File: config.mk
export PLATFORM = sky130hd
export DESIGN_NAME = pvd_source_flat
export DESIGN_NICKNAME = d
export VERILOG_FILES = /design/src/logic/pvd_pkg.sv /design/src/logic/pvd_link_if.sv /design/src/logic/pvd_source.sv /design/src/flat_wrapper.sv
export SDC_FILE = /design/constraint.sdc
export NUM_CORES = 1
export LEC_CHECK = 0
export ABC_AREA = 1
export BUFFER_PORTS_ARGS = -buffer_cell sky130_fd_sc_hd__buf_2
export CORE_UTILIZATION = 55
export CTS_CLUSTER_SIZE = 8
export DETAILED_ROUTE_END_ITERATION = 12
export PLACE_DENSITY = 0.82
export SLEW_MARGIN = 0
export SYNTH_ARGS = -nofsm -noshare
export SYNTH_HDL_FRONTEND = slang
export SYNTH_SLANG_ARGS = --single-unit
File: constraint.sdc
create_clock -name mclk_in -period 1.6 [get_ports mclk_in]
set_input_delay 0.08 -clock mclk_in [delete_from_list [all_inputs] [get_ports mclk_in]]
set_output_delay 0.08 -clock mclk_in [all_outputs]
set_load 0.02 [all_outputs]
File: src/logic/pvd_pkg.sv
// Purpose: Shared constants for the voltage-down, current-up contract sequencer pair.
// Assumes: Both ends run on one 40 MHz clock and meet at message level.
// Notes:   Timer figures are plain defaults; each end takes them as parameters.
package pvd_pkg;
   // Message codes carried on the link.
   localparam logic [1:0] MSG_NONE        = 2'h0;
   localparam logic [1:0] MSG_ACCEPT      = 2'h1;
   localparam logic [1:0] MSG_PS_RDY      = 2'h2;
   // Clock rate in kHz.
   localparam int unsigned CLK_KHZ        = 40000;
   // Times in microseconds.
   localparam int unsigned T_SRC_TRANS_US = 25;
   localparam int unsigned T_SRC_READY_US = 100;
   localparam int unsigned T_CRC_WAIT_US  = 1;
   localparam int unsigned T_PS_TRANS_US  = 500;
   localparam int unsigned T_SNK_STDBY_US = 20;
   // Least times round up, longest times round down.
   localparam int unsigned SRC_TRANS_CYC  = (T_SRC_TRANS_US * CLK_KHZ + 999) / 1000;
   localparam int unsigned SRC_READY_CYC  = (T_SRC_READY_US * CLK_KHZ) / 1000;
   localparam int unsigned CRC_WAIT_CYC   = (T_CRC_WAIT_US * CLK_KHZ) / 1000;
   localparam int unsigned PS_TRANS_CYC   = (T_PS_TRANS_US * CLK_KHZ) / 1000;
   localparam int unsigned SNK_STDBY_CYC  = (T_SNK_STDBY_US * CLK_KHZ) / 1000;
   // Failure codes reported by the source end.
   localparam logic [1:0] FAIL_NONE       = 2'h0;
   localparam logic [1:0] FAIL_CRC_ACC    = 2'h1;
   localparam logic [1:0] FAIL_READY      = 2'h2;
   localparam logic [1:0] FAIL_CRC_RDY    = 2'h3;
endpackage : pvd_pkg

File: src/logic/pvd_link_if.sv
// Purpose: Message-level link between the source end and the sink end.
// Assumes: Both ends share mclk_in; a message or GoodCRC lasts one cycle.
// Notes:   The sink answers each message with GoodCRC on the next cycle.
`timescale 1ns/10ps
`default_nettype none
interface pvd_link_if;
   logic       msg_vld;
   logic [1:0] msg_type;
   logic       crc_vld;

   modport src (
      output msg_vld,
      output msg_type,
      input  crc_vld
   );

   modport snk (
      input  msg_vld,
      input  msg_type,
      output crc_vld
   );
endinterface : pvd_link_if
`default_nettype wire

File: src/logic/pvd_source.sv
// Purpose: Source end of a contract change that lowers voltage and raises current.
// Assumes: The policy has already accepted the sink's Request; supply ready is a pin.
// Notes:   One transition at a time; a failure returns the end to idle.
//
// What this block and the sink do
// Source sends Accept after accepting the Request.
// Sink starts its transition timer on Accept.
// Sink answers Accept with GoodCRC, then evaluates.
// Source waits tSrcTransition after GoodCRC for Accept.
// Sink reaches standby within tSnkStdby, before transition.
// After the wait, source orders the new voltage.
// Supply reports ready within tSrcReady, forwarded here.
// On supply ready, source sends PS_RDY.
// GoodCRC for PS_RDY completes the exchange.
// Sink acks PS_RDY, evaluates, permits new power.
// Sink draws new power only after evaluation.
// Sink flags failure if its timer expires.
`timescale 1ns/10ps
`default_nettype none
module pvd_source #(
   parameter int unsigned TRANS_CYC = pvd_pkg::SRC_TRANS_CYC,
   parameter int unsigned READY_CYC = pvd_pkg::SRC_READY_CYC,
   parameter int unsigned CRC_CYC   = pvd_pkg::CRC_WAIT_CYC
) (
   // Clock and reset
   input  wire logic       mclk_in,
   input  wire logic       sys_rst_in,
   // Link toward the sink
   pvd_link_if.src         link,
   // Policy side
   input  wire logic       request_ok_in,
   output logic            busy_out,
   output logic            done_out,
   output logic            fail_out,
   output logic [1:0]      fail_code_out,
   // Power supply side
   input  wire logic       supply_ready_in,
   output logic            supply_change_out
);

   localparam int unsigned MAX_A = (TRANS_CYC > READY_CYC) ? TRANS_CYC : READY_CYC;
   localparam int unsigned MAX_C = (MAX_A > CRC_CYC) ? MAX_A : CRC_CYC;
   localparam int unsigned CW    = $clog2(MAX_C + 1);

   generate
      if (TRANS_CYC < 1 || READY_CYC < 1 || CRC_CYC < 1) begin : g_bad_count
         $error("pvd_source: every timer count must be at least one cycle");
      end
   endgenerate

   typedef enum logic [6:0] {
      S_IDLE    = 7'h01,
      S_ACC_TX  = 7'h02,
      S_ACC_CRC = 7'h04,
      S_TRANS   = 7'h08,
      S_READY   = 7'h10,
      S_RDY_TX  = 7'h20,
      S_RDY_CRC = 7'h40
   } pvd_src_state_t;

   pvd_src_state_t state;
   pvd_src_state_t next_state;
   logic [CW-1:0]  cnt;
   logic [2:0]     rdy_sync;
   logic           rdy_level;
   logic           cnt_trans_end;
   logic           cnt_ready_end;
   logic           cnt_crc_end;

   assign cnt_trans_end = (cnt == CW'(TRANS_CYC - 1));
   assign cnt_ready_end = (cnt == CW'(READY_CYC - 1));
   assign cnt_crc_end   = (cnt == CW'(CRC_CYC - 1));

   // The ready pin is asynchronous to mclk_in; the first stage feeds only the second.
   always_ff @(posedge mclk_in or posedge sys_rst_in) begin
      if (sys_rst_in) begin
         rdy_sync <= 3'h0;
      end else begin
         rdy_sync <= {rdy_sync[1:0], supply_ready_in};
      end
   end

   // A level change counts only once the second and third stages agree.
   always_ff @(posedge mclk_in or posedge sys_rst_in) begin
      if (sys_rst_in) begin
         rdy_level <= 1'b0;
      end else if (rdy_sync[1] == rdy_sync[2]) begin
         rdy_level <= rdy_sync[2];
      end
   end

   always_comb begin
      next_state = state;
      case (state)
         S_IDLE: begin
            if (request_ok_in) begin
               next_state = S_ACC_TX;
            end
         end
         S_ACC_TX: begin
            next_state = S_ACC_CRC;
         end
         S_ACC_CRC: begin
            if (link.crc_vld) begin
               next_state = S_TRANS;
            end else if (cnt_crc_end) begin
               next_state = S_IDLE;
            end
         end
         S_TRANS: begin
            if (cnt_trans_end) begin
               next_state = S_READY;
            end
         end
         S_READY: begin
            if (rdy_level) begin
               next_state = S_RDY_TX;
            end else if (cnt_ready_end) begin
               next_state = S_IDLE;
            end
         end
         S_RDY_TX: begin
            next_state = S_RDY_CRC;
         end
         S_RDY_CRC: begin
            if (link.crc_vld || cnt_crc_end) begin
               next_state = S_IDLE;
            end
         end
         default: begin
            next_state = S_IDLE;
         end
      endcase
   end

   always_ff @(posedge mclk_in or posedge sys_rst_in) begin
      if (sys_rst_in) begin
         state <= S_IDLE;
      end else begin
         state <= next_state;
      end
   end

   // One shared counter serves every wait; it restarts whenever the state changes.
   always_ff @(posedge mclk_in or posedge sys_rst_in) begin
      if (sys_rst_in) begin
         cnt <= '0;
      end else if (state != next_state) begin
         cnt <= '0;
      end else if (cnt != {CW{1'b1}}) begin
         cnt <= cnt + CW'(1);
      end
   end

   // Messages leave in the cycle after the state that sends them is entered.
   always_ff @(posedge mclk_in or posedge sys_rst_in) begin
      if (sys_rst_in) begin
         link.msg_vld  <= 1'b0;
         link.msg_type <= pvd_pkg::MSG_NONE;
      end else if (state == S_ACC_TX) begin
         link.msg_vld  <= 1'b1;
         link.msg_type <= pvd_pkg::MSG_ACCEPT;
      end else if (state == S_RDY_TX) begin
         link.msg_vld  <= 1'b1;
         link.msg_type <= pvd_pkg::MSG_PS_RDY;
      end else begin
         link.msg_vld  <= 1'b0;
         link.msg_type <= pvd_pkg::MSG_NONE;
      end
   end

   // The supply is ordered only once the full transition wait has run out.
   always_ff @(posedge mclk_in or posedge sys_rst_in) begin
      if (sys_rst_in) begin
         supply_change_out <= 1'b0;
      end else begin
         supply_change_out <= (state == S_TRANS) && cnt_trans_end;
      end
   end

   always_ff @(posedge mclk_in or posedge sys_rst_in) begin
      if (sys_rst_in) begin
         done_out <= 1'b0;
      end else begin
         done_out <= (state == S_RDY_CRC) && link.crc_vld;
      end
   end

   // A GoodCRC outside a wait state is ignored; a missing one ends the change.
   always_ff @(posedge mclk_in or posedge sys_rst_in) begin
      if (sys_rst_in) begin
         fail_out <= 1'b0;
      end else begin
         fail_out <= ((state == S_ACC_CRC) && !link.crc_vld && cnt_crc_end)
                  || ((state == S_READY) && !rdy_level && cnt_ready_end)
                  || ((state == S_RDY_CRC) && !link.crc_vld && cnt_crc_end);
      end
   end

   // The code of the last failure stays until the next transition starts.
   always_ff @(posedge mclk_in or posedge sys_rst_in) begin
      if (sys_rst_in) begin
         fail_code_out <= pvd_pkg::FAIL_NONE;
      end else if (state == S_IDLE && request_ok_in) begin
         fail_code_out <= pvd_pkg::FAIL_NONE;
      end else if (state == S_ACC_CRC && !link.crc_vld && cnt_crc_end) begin
         fail_code_out <= pvd_pkg::FAIL_CRC_ACC;
      end else if (state == S_READY && !rdy_level && cnt_ready_end) begin
         fail_code_out <= pvd_pkg::FAIL_READY;
      end else if (state == S_RDY_CRC && !link.crc_vld && cnt_crc_end) begin
         fail_code_out <= pvd_pkg::FAIL_CRC_RDY;
      end
   end

   always_ff @(posedge mclk_in or posedge sys_rst_in) begin
      if (sys_rst_in) begin
         busy_out <= 1'b0;
      end else begin
         busy_out <= (next_state != S_IDLE);
      end
   end

endmodule : pvd_source
`default_nettype wire

File: src/flat_wrapper.sv
// flat-port wrapper written by rule: the top's interface ports become plain ports
module pvd_source_flat 
#(
   parameter int unsigned TRANS_CYC = pvd_pkg::SRC_TRANS_CYC,
   parameter int unsigned READY_CYC = pvd_pkg::SRC_READY_CYC,
   parameter int unsigned CRC_CYC   = pvd_pkg::CRC_WAIT_CYC
)
  (mclk_in, sys_rst_in, request_ok_in, busy_out, done_out, fail_out, fail_code_out, supply_ready_in, supply_change_out, link_msg_vld, link_msg_type, link_crc_vld);
  pvd_link_if link_i ();
  input  wire logic mclk_in;
  input  wire logic sys_rst_in;
  input  wire logic request_ok_in;
  output logic busy_out;
  output logic done_out;
  output logic fail_out;
  output logic [1:0] fail_code_out;
  input  wire logic supply_ready_in;
  output logic supply_change_out;
  output wire logic [$bits(link_i.msg_vld)-1:0] link_msg_vld;
  output wire logic [$bits(link_i.msg_type)-1:0] link_msg_type;
  input wire logic [$bits(link_i.crc_vld)-1:0] link_crc_vld;
  assign link_msg_vld = link_i.msg_vld;
  assign link_msg_type = link_i.msg_type;
  assign link_i.crc_vld = link_crc_vld;
  pvd_source #(.TRANS_CYC(TRANS_CYC), .READY_CYC(READY_CYC), .CRC_CYC(CRC_CYC)) u_core (.mclk_in(mclk_in), .sys_rst_in(sys_rst_in), .link(link_i), .request_ok_in(request_ok_in), .busy_out(busy_out), .done_out(done_out), .fail_out(fail_out), .fail_code_out(fail_code_out), .supply_ready_in(supply_ready_in), .supply_change_out(supply_change_out));
endmodule
After elaboration in Yosys (flattened, before gate mapping)
Cells that the tools add are included.

$add $sub $neg: 1. Equal/unequal tests: 14. Muxes and demuxes: 18. Reduce and logical (&&, ||, !) cells: 16.

Operators by type and width (count): two-way mux 7 bit (7); case mux 7 bit (7 select lines) (1); two-way mux 12 bit (2); adder 12 x 1 -> 12 bit, second input constant (1); equality test 12 x 10 -> 1 bit, second input constant (1); equality test 12 bit, second input constant (1); equality test 12 x 6 -> 1 bit, second input constant (1); two-way mux 2 bit (6); != test 12 bit, second input constant (1); logical AND 1 bit (9); equality test 7 x 1 -> 1 bit, second input constant (1); equality test 7 x 2 -> 1 bit, second input constant (1); equality test 7 x 3 -> 1 bit, second input constant (1); equality test 7 x 4 -> 1 bit, second input constant (1); equality test 7 x 5 -> 1 bit, second input constant (1); equality test 7 x 6 -> 1 bit, second input constant (1); equality test 7 bit, second input constant (1); != test 7 x 1 -> 1 bit, second input constant (1); != test 7 bit (1); nonzero test 4 bit (1); logical OR 1 bit (3); logical NOT 1 bit (2); two-way mux 1 bit (2); nonzero test 2 bit (1); equality test 1 bit (1).

Register bits after elaboration: 32. Input port bits: 5. Word-level logic and storage cells: 60.

Longest topological paths before layout
Depth in word-level cells: 7. Mapped depth: 10. Mapped depth without buffers: 10.

Least setup slack after synthesis
OpenSTA, ideal clock, no wires.

Kind: register to register. From: register u_core.cnt[0]. To: register u_core.cnt[8]. Library setup time: 0.126 ns. Arrival: 1.352 ns. Setup slack: 0.122 ns. Cell stages (with the launch flop): 11. Path buffers: 0. Period minus slack after synthesis: 1.478 ns. Path through: dfrtp_1 ha_1 nand2_1 nor2_2 nand3_1 nand2_1 nand2_1 clkinv_2 nand3_4 inv_8 nor2_2.

Cells in the longest elaborated chain, start to end: 6. Elaborated cells on any way between the ends: 17.

RTL lines: start: declaration (RTL line pvd_source.sv:63) `logic [CW-1:0] cnt;`; start signal: assignment (RTL line pvd_source.sv:151) `cnt <= cnt + CW'(1);`; equality test 12 bit / equality test 12 x 6 -> 1 bit (equally long branches) (RTL line pvd_source.sv:71, pvd_source.sv:72); two-way mux 7 bit (tied with other cells) (RTL line pvd_source.sv:118) `end else if (cnt_ready_end) begin`; two-way mux 7 bit (on tied branches) (RTL line pvd_source.sv:116, pvd_source.sv:104, pvd_source.sv:126); case mux 7 bit (7 select lines) (RTL line pvd_source.sv:94) `case (state)`; != test 7 bit (RTL line pvd_source.sv:148) `end else if (state != next_state) begin`; two-way mux 12 bit / nonzero test 2 bit (equally long branches).

Several ways; a longest one is shown, not always the timed one. The select of a mux whose other input is x is not followed. A chain may end at the register's enable or synchronous reset.

Worst setup path after layout
From: register u_core.state[0]. To: register u_core.cnt[1].

Cells in the longest elaborated chain, start to end: 5. Elaborated cells on any way between the ends: 18.

RTL lines: start: declaration (RTL line pvd_source.sv:61) `pvd_src_state_t state;`; start signal: assignment (RTL line pvd_source.sv:140) `state <= next_state;`; two-way mux 7 bit (on tied branches) (RTL line pvd_source.sv:118, pvd_source.sv:106); two-way mux 7 bit (on tied branches) (RTL line pvd_source.sv:116, pvd_source.sv:104); case mux 7 bit (7 select lines) (RTL line pvd_source.sv:94); != test 7 bit * (RTL line pvd_source.sv:148); two-way mux 12 bit / nonzero test 2 bit (equally long branches).

Every way passes the cells marked *; elsewhere a longest branch is shown, timed or not.

==> impl_results.md <==
* Port-buffer cells at 13
* Drt initial violations at between 100 and 150
* CTS max path bufs at 2
* GPL Wtd Cong at 0.913
* Final setup vio count at 0
* Seq cells post-synth at 32
* Util after Layout at between 70% and 80%
* Startpoint types: flip-flop
* F_max at approximately 630 MHz
* Finished Layout Cells at approximately 300
* Compound-Gate Fraction of Synth Area at 3.69%
* Share of cells above drive strength 1 at 33.2%
* Hold endpoint: u_core.done_out$_DFF_PP0_
* Post-Synth Adder-Cell Area at roughly 1.3%
* Antenna diodes at 0
* Post-synthesis mux area share at less than 1%
* Outcome: finished, final reports clean
* Skew final at about 0.012 ns
* Worst Path Arrival at approximately 1.9 ns
* CP peak stage delay at around 0.57 ns
* Number of global-route vias before repair at about 1,300
* Reg2reg end: u_core.cnt[1]$_DFFE_PP0P_
* Post-route ant nets at 0
* Routed len/inst at between 10 and 15 um
* Vias at between 1,500 and 2,000
* CP Class: reg -> reg
* R2r setup slk at just under 0.008 ns
* Worst-margin pin slew at 0.523 ns
* Post-Syn Area per Cell at just under 8 um^2
* Critical path data required time at 1.88 ns
* Pwr dens at ~1100 nW/um^2
* Hold crit path type: in -> reg
* CP cell instances: inv_2 -> nor2_1 -> nand2_1 -> nor2_2 -> nand2_1 -> nand2_2 -> clkinv_2 -> nand3_4 -> clkinv_8 -> nor2_2
* Tmin final at roughly 1.6 ns
* Most common cell after layout, fill and taps aside: nand2_1
* Nets at ~270
* Multi-input combinational cell area at approximately 930 um^2
* DRT Wirelength at between 3 and 4 mm
* Setup TNS at 0 ns
* Clk pin slew, worst setup/hold paths at 0.11 ns
* Period Utilization, post-route at ~100%
* Largest family of logic cells by synthesized area: simple AND/OR/NAND/NOR gates
* Setup WS post-layout at 0.00771 ns
* Post-synthesis simple-gate area fraction at between 30 and 40%
* CP max FO at 6
* Slew Limit Headroom at about two thirds
* Dpl cells at about 290
* TritonCTS clock tree: done
* Clock Latency Late Sink at between 0.3 and 0.4 ns
* H-tree levels at 2
* LEAKAGE at approximately 1.1 nW
* Seq/Total Area, Yosys at roughly 45%
* DRC Markers at 0
* RSZ-0062 raised after global routing: true
* Vias/cell at 5.08
* Clock root buffer: clkbuf_4
* Slowest cell on crit path: dfstp_2
* Synth area leaders: dfrtp_1 44%, nand2_1 11%, nor2_1 7.4%
* Area after DPL at around 1900 um^2
* Reg area at 803 um^2
* Largest area contributor in the synthesized netlist: dfrtp_1
* Area of the mapped netlist at around 1800 um^2
* Endpoint class of the critical path: flip-flop
* Fillcell total at 234
* Initial antenna violation count at 0
* Post-synthesis xor/xnor area fraction at about 2%
* Synth top area share at a little over two fifths
* Core Area at 3050 um^2
* First-pass iteration count of the detailed router at 4
* Die W at 58.7 um
* Cell row count at 20
* Pre-CTS WS at -0.0208 ns
* Total Routing Usage GR at between 20% and 30%
* Commonest cells after routing, fill and taps aside: 48 x nand2_1, 30 x dfrtp_1, 29 x inv_1
* GRT overflow at 0
* HP Start: link_crc_vld
* Final Hold Viols at 0
* Synth warnings at 0
* Num CTS Buffers at 5
* # IOs at 14
* RR Startpoint: u_core.state[0]$_DFF_PP1_
* Post-Layout Inst Area at roughly 2200 um^2
* Synth Instances at about 230
* Die Span Y at 58.7 um
* First-pass GRT wire length at 5.89 mm
* Synth-to-layout area growth at 23.2%
* Peak supply drop at around 0.68 mV
* Max Slew Vio Count at 0
* Count of different cell masters after synthesis at 27
* DP HPWL at about 2.7 mm
* Reg2Reg Depth at 10
* Max-cap check violation count at 0
* Largest net degree at the start of global routing at 16
* Initial core utilization at around 58%
* Clock sink total at 32
* Post-Syn Nets at around 230
* Hold path cells at 3
* Die area at 3440 um^2
[area by class of cell]
type / instances / share of cell area (%)
clock buffer: 7 / 2.53
clock inverter: 1 / 0.345
inverter: 34 / 6.50
multi-input combinational: 160 / 42.6
sequential: 32 / 36.9
tap: 44 / 2.53
timing repair buffer: 27 / 8.17
timing repair inverter: 1 / 0.403
[metrics by stage]
stage | hold slack [ns] | total power (W)
3_3_place_gp | 0.128 | 0.00173
3_5_place_dp | 0.140 | 0.00176
6_report | 0.0898 | 0.00242
5_1_grt | 0.159 | 0.00257
2_1_floorplan | 0.111 | 0.00159
4_1_cts | 0.0919 | 0.00228
[synthesized netlist by cell type (all sizes together)]
cell	number
buf	1
clkinv	1
dfrtp	31
dfstp	1
ha	1
inv	33
maj3	1
mux2i	1
nand2	57
nand3	20
nand3b	1
nand4	6
nor2	53
nor3	3
o21a	1
o21ai	10
o31ai	1
or2	1
xor2	4
[power breakdown]
group	switching (W)	leakage, nW	internal (W)	total [W]
combinational	0.000592	0.606	0.000305	0.000898
sequential	0.0000813	0.424	0.000938	0.00102
clock	0.000287	0.0315	0.000215	0.000502
total	0.000961	1.06	0.00146	0.00242
[how the worst max path moves through the flow]
stage,slack [ns],cells after the start,start,endpoint
after floorplan,0.12,10,u_core.cnt[0]$_DFFE_PP0P_,u_core.cnt[8]$_DFFE_PP0P_
after global placement,0.07,8,u_core.cnt[0]$_DFFE_PP0P_,u_core.cnt[8]$_DFFE_PP0P_
after detailed placement,-0.02,10,u_core.cnt[0]$_DFFE_PP0P_,u_core.cnt[4]$_DFFE_PP0P_
after CTS,0.001,10,u_core.cnt[1]$_DFFE_PP0P_,u_core.cnt[3]$_DFFE_PP0P_
after global routing,-0.12,10,u_core.state[0]$_DFF_PP1_,u_core.cnt[1]$_DFFE_PP0P_
final,0.008,10,u_core.state[0]$_DFF_PP1_,u_core.cnt[1]$_DFFE_PP0P_
[metal layers]
metal  up-vias  track usage, %  share of wire, %  wire [um]
li1        770               -                 -          -
met3        11            4.84               5.5        215
met4         0            11.2               2.1         81
met2        47            37.8                49       1890
met1       726            30.8                43       1680
met5         -               0                 0          0
[worst max-delay path: cells and delay by family (launching register included)]
family | cells | cell delay, ns
buf+inv | 3 | 0.22
simple gates | 7 | 0.73
flops | 1 | 0.57
[flip-flops by register name, summed over array words and instances, names as in the netlist]
name / flops
u_core.rdy_level: 1
u_core.link.msg_type: 2
u_core.rdy_sync: 3
u_core.supply_change_out: 1
u_core.busy_out: 1
u_core.state: 7
u_core.fail_out: 1
u_core.done_out: 1
u_core.cnt: 12
u_core.fail_code_out: 2
u_core.link.msg_vld: 1
[cell families (layout without fill, tap and decap cells)]
group / count (synthesis) / count (layout)
xor gates and xnor gates: 4 / 4
muxes: 1 / 1
and+or+nand+nor: 141 / 141
adders and majority gates: 2 / 2
AOI/OAI and AO/OA: 12 / 12
buffers and inverters: 35 / 70
DFF: 32 / 32
[what timing repair did]
item,4_1_cts,5_1_grt
gates resized for setup,2,32
setup buffers,1,7
setup endpoints to repair,12,15
gates cloned,0,1
hold buffers,3,0
pin swaps,0,6
hold endpoints to repair,14,0
No activity file was read; power rests on OpenSTA's default activity.
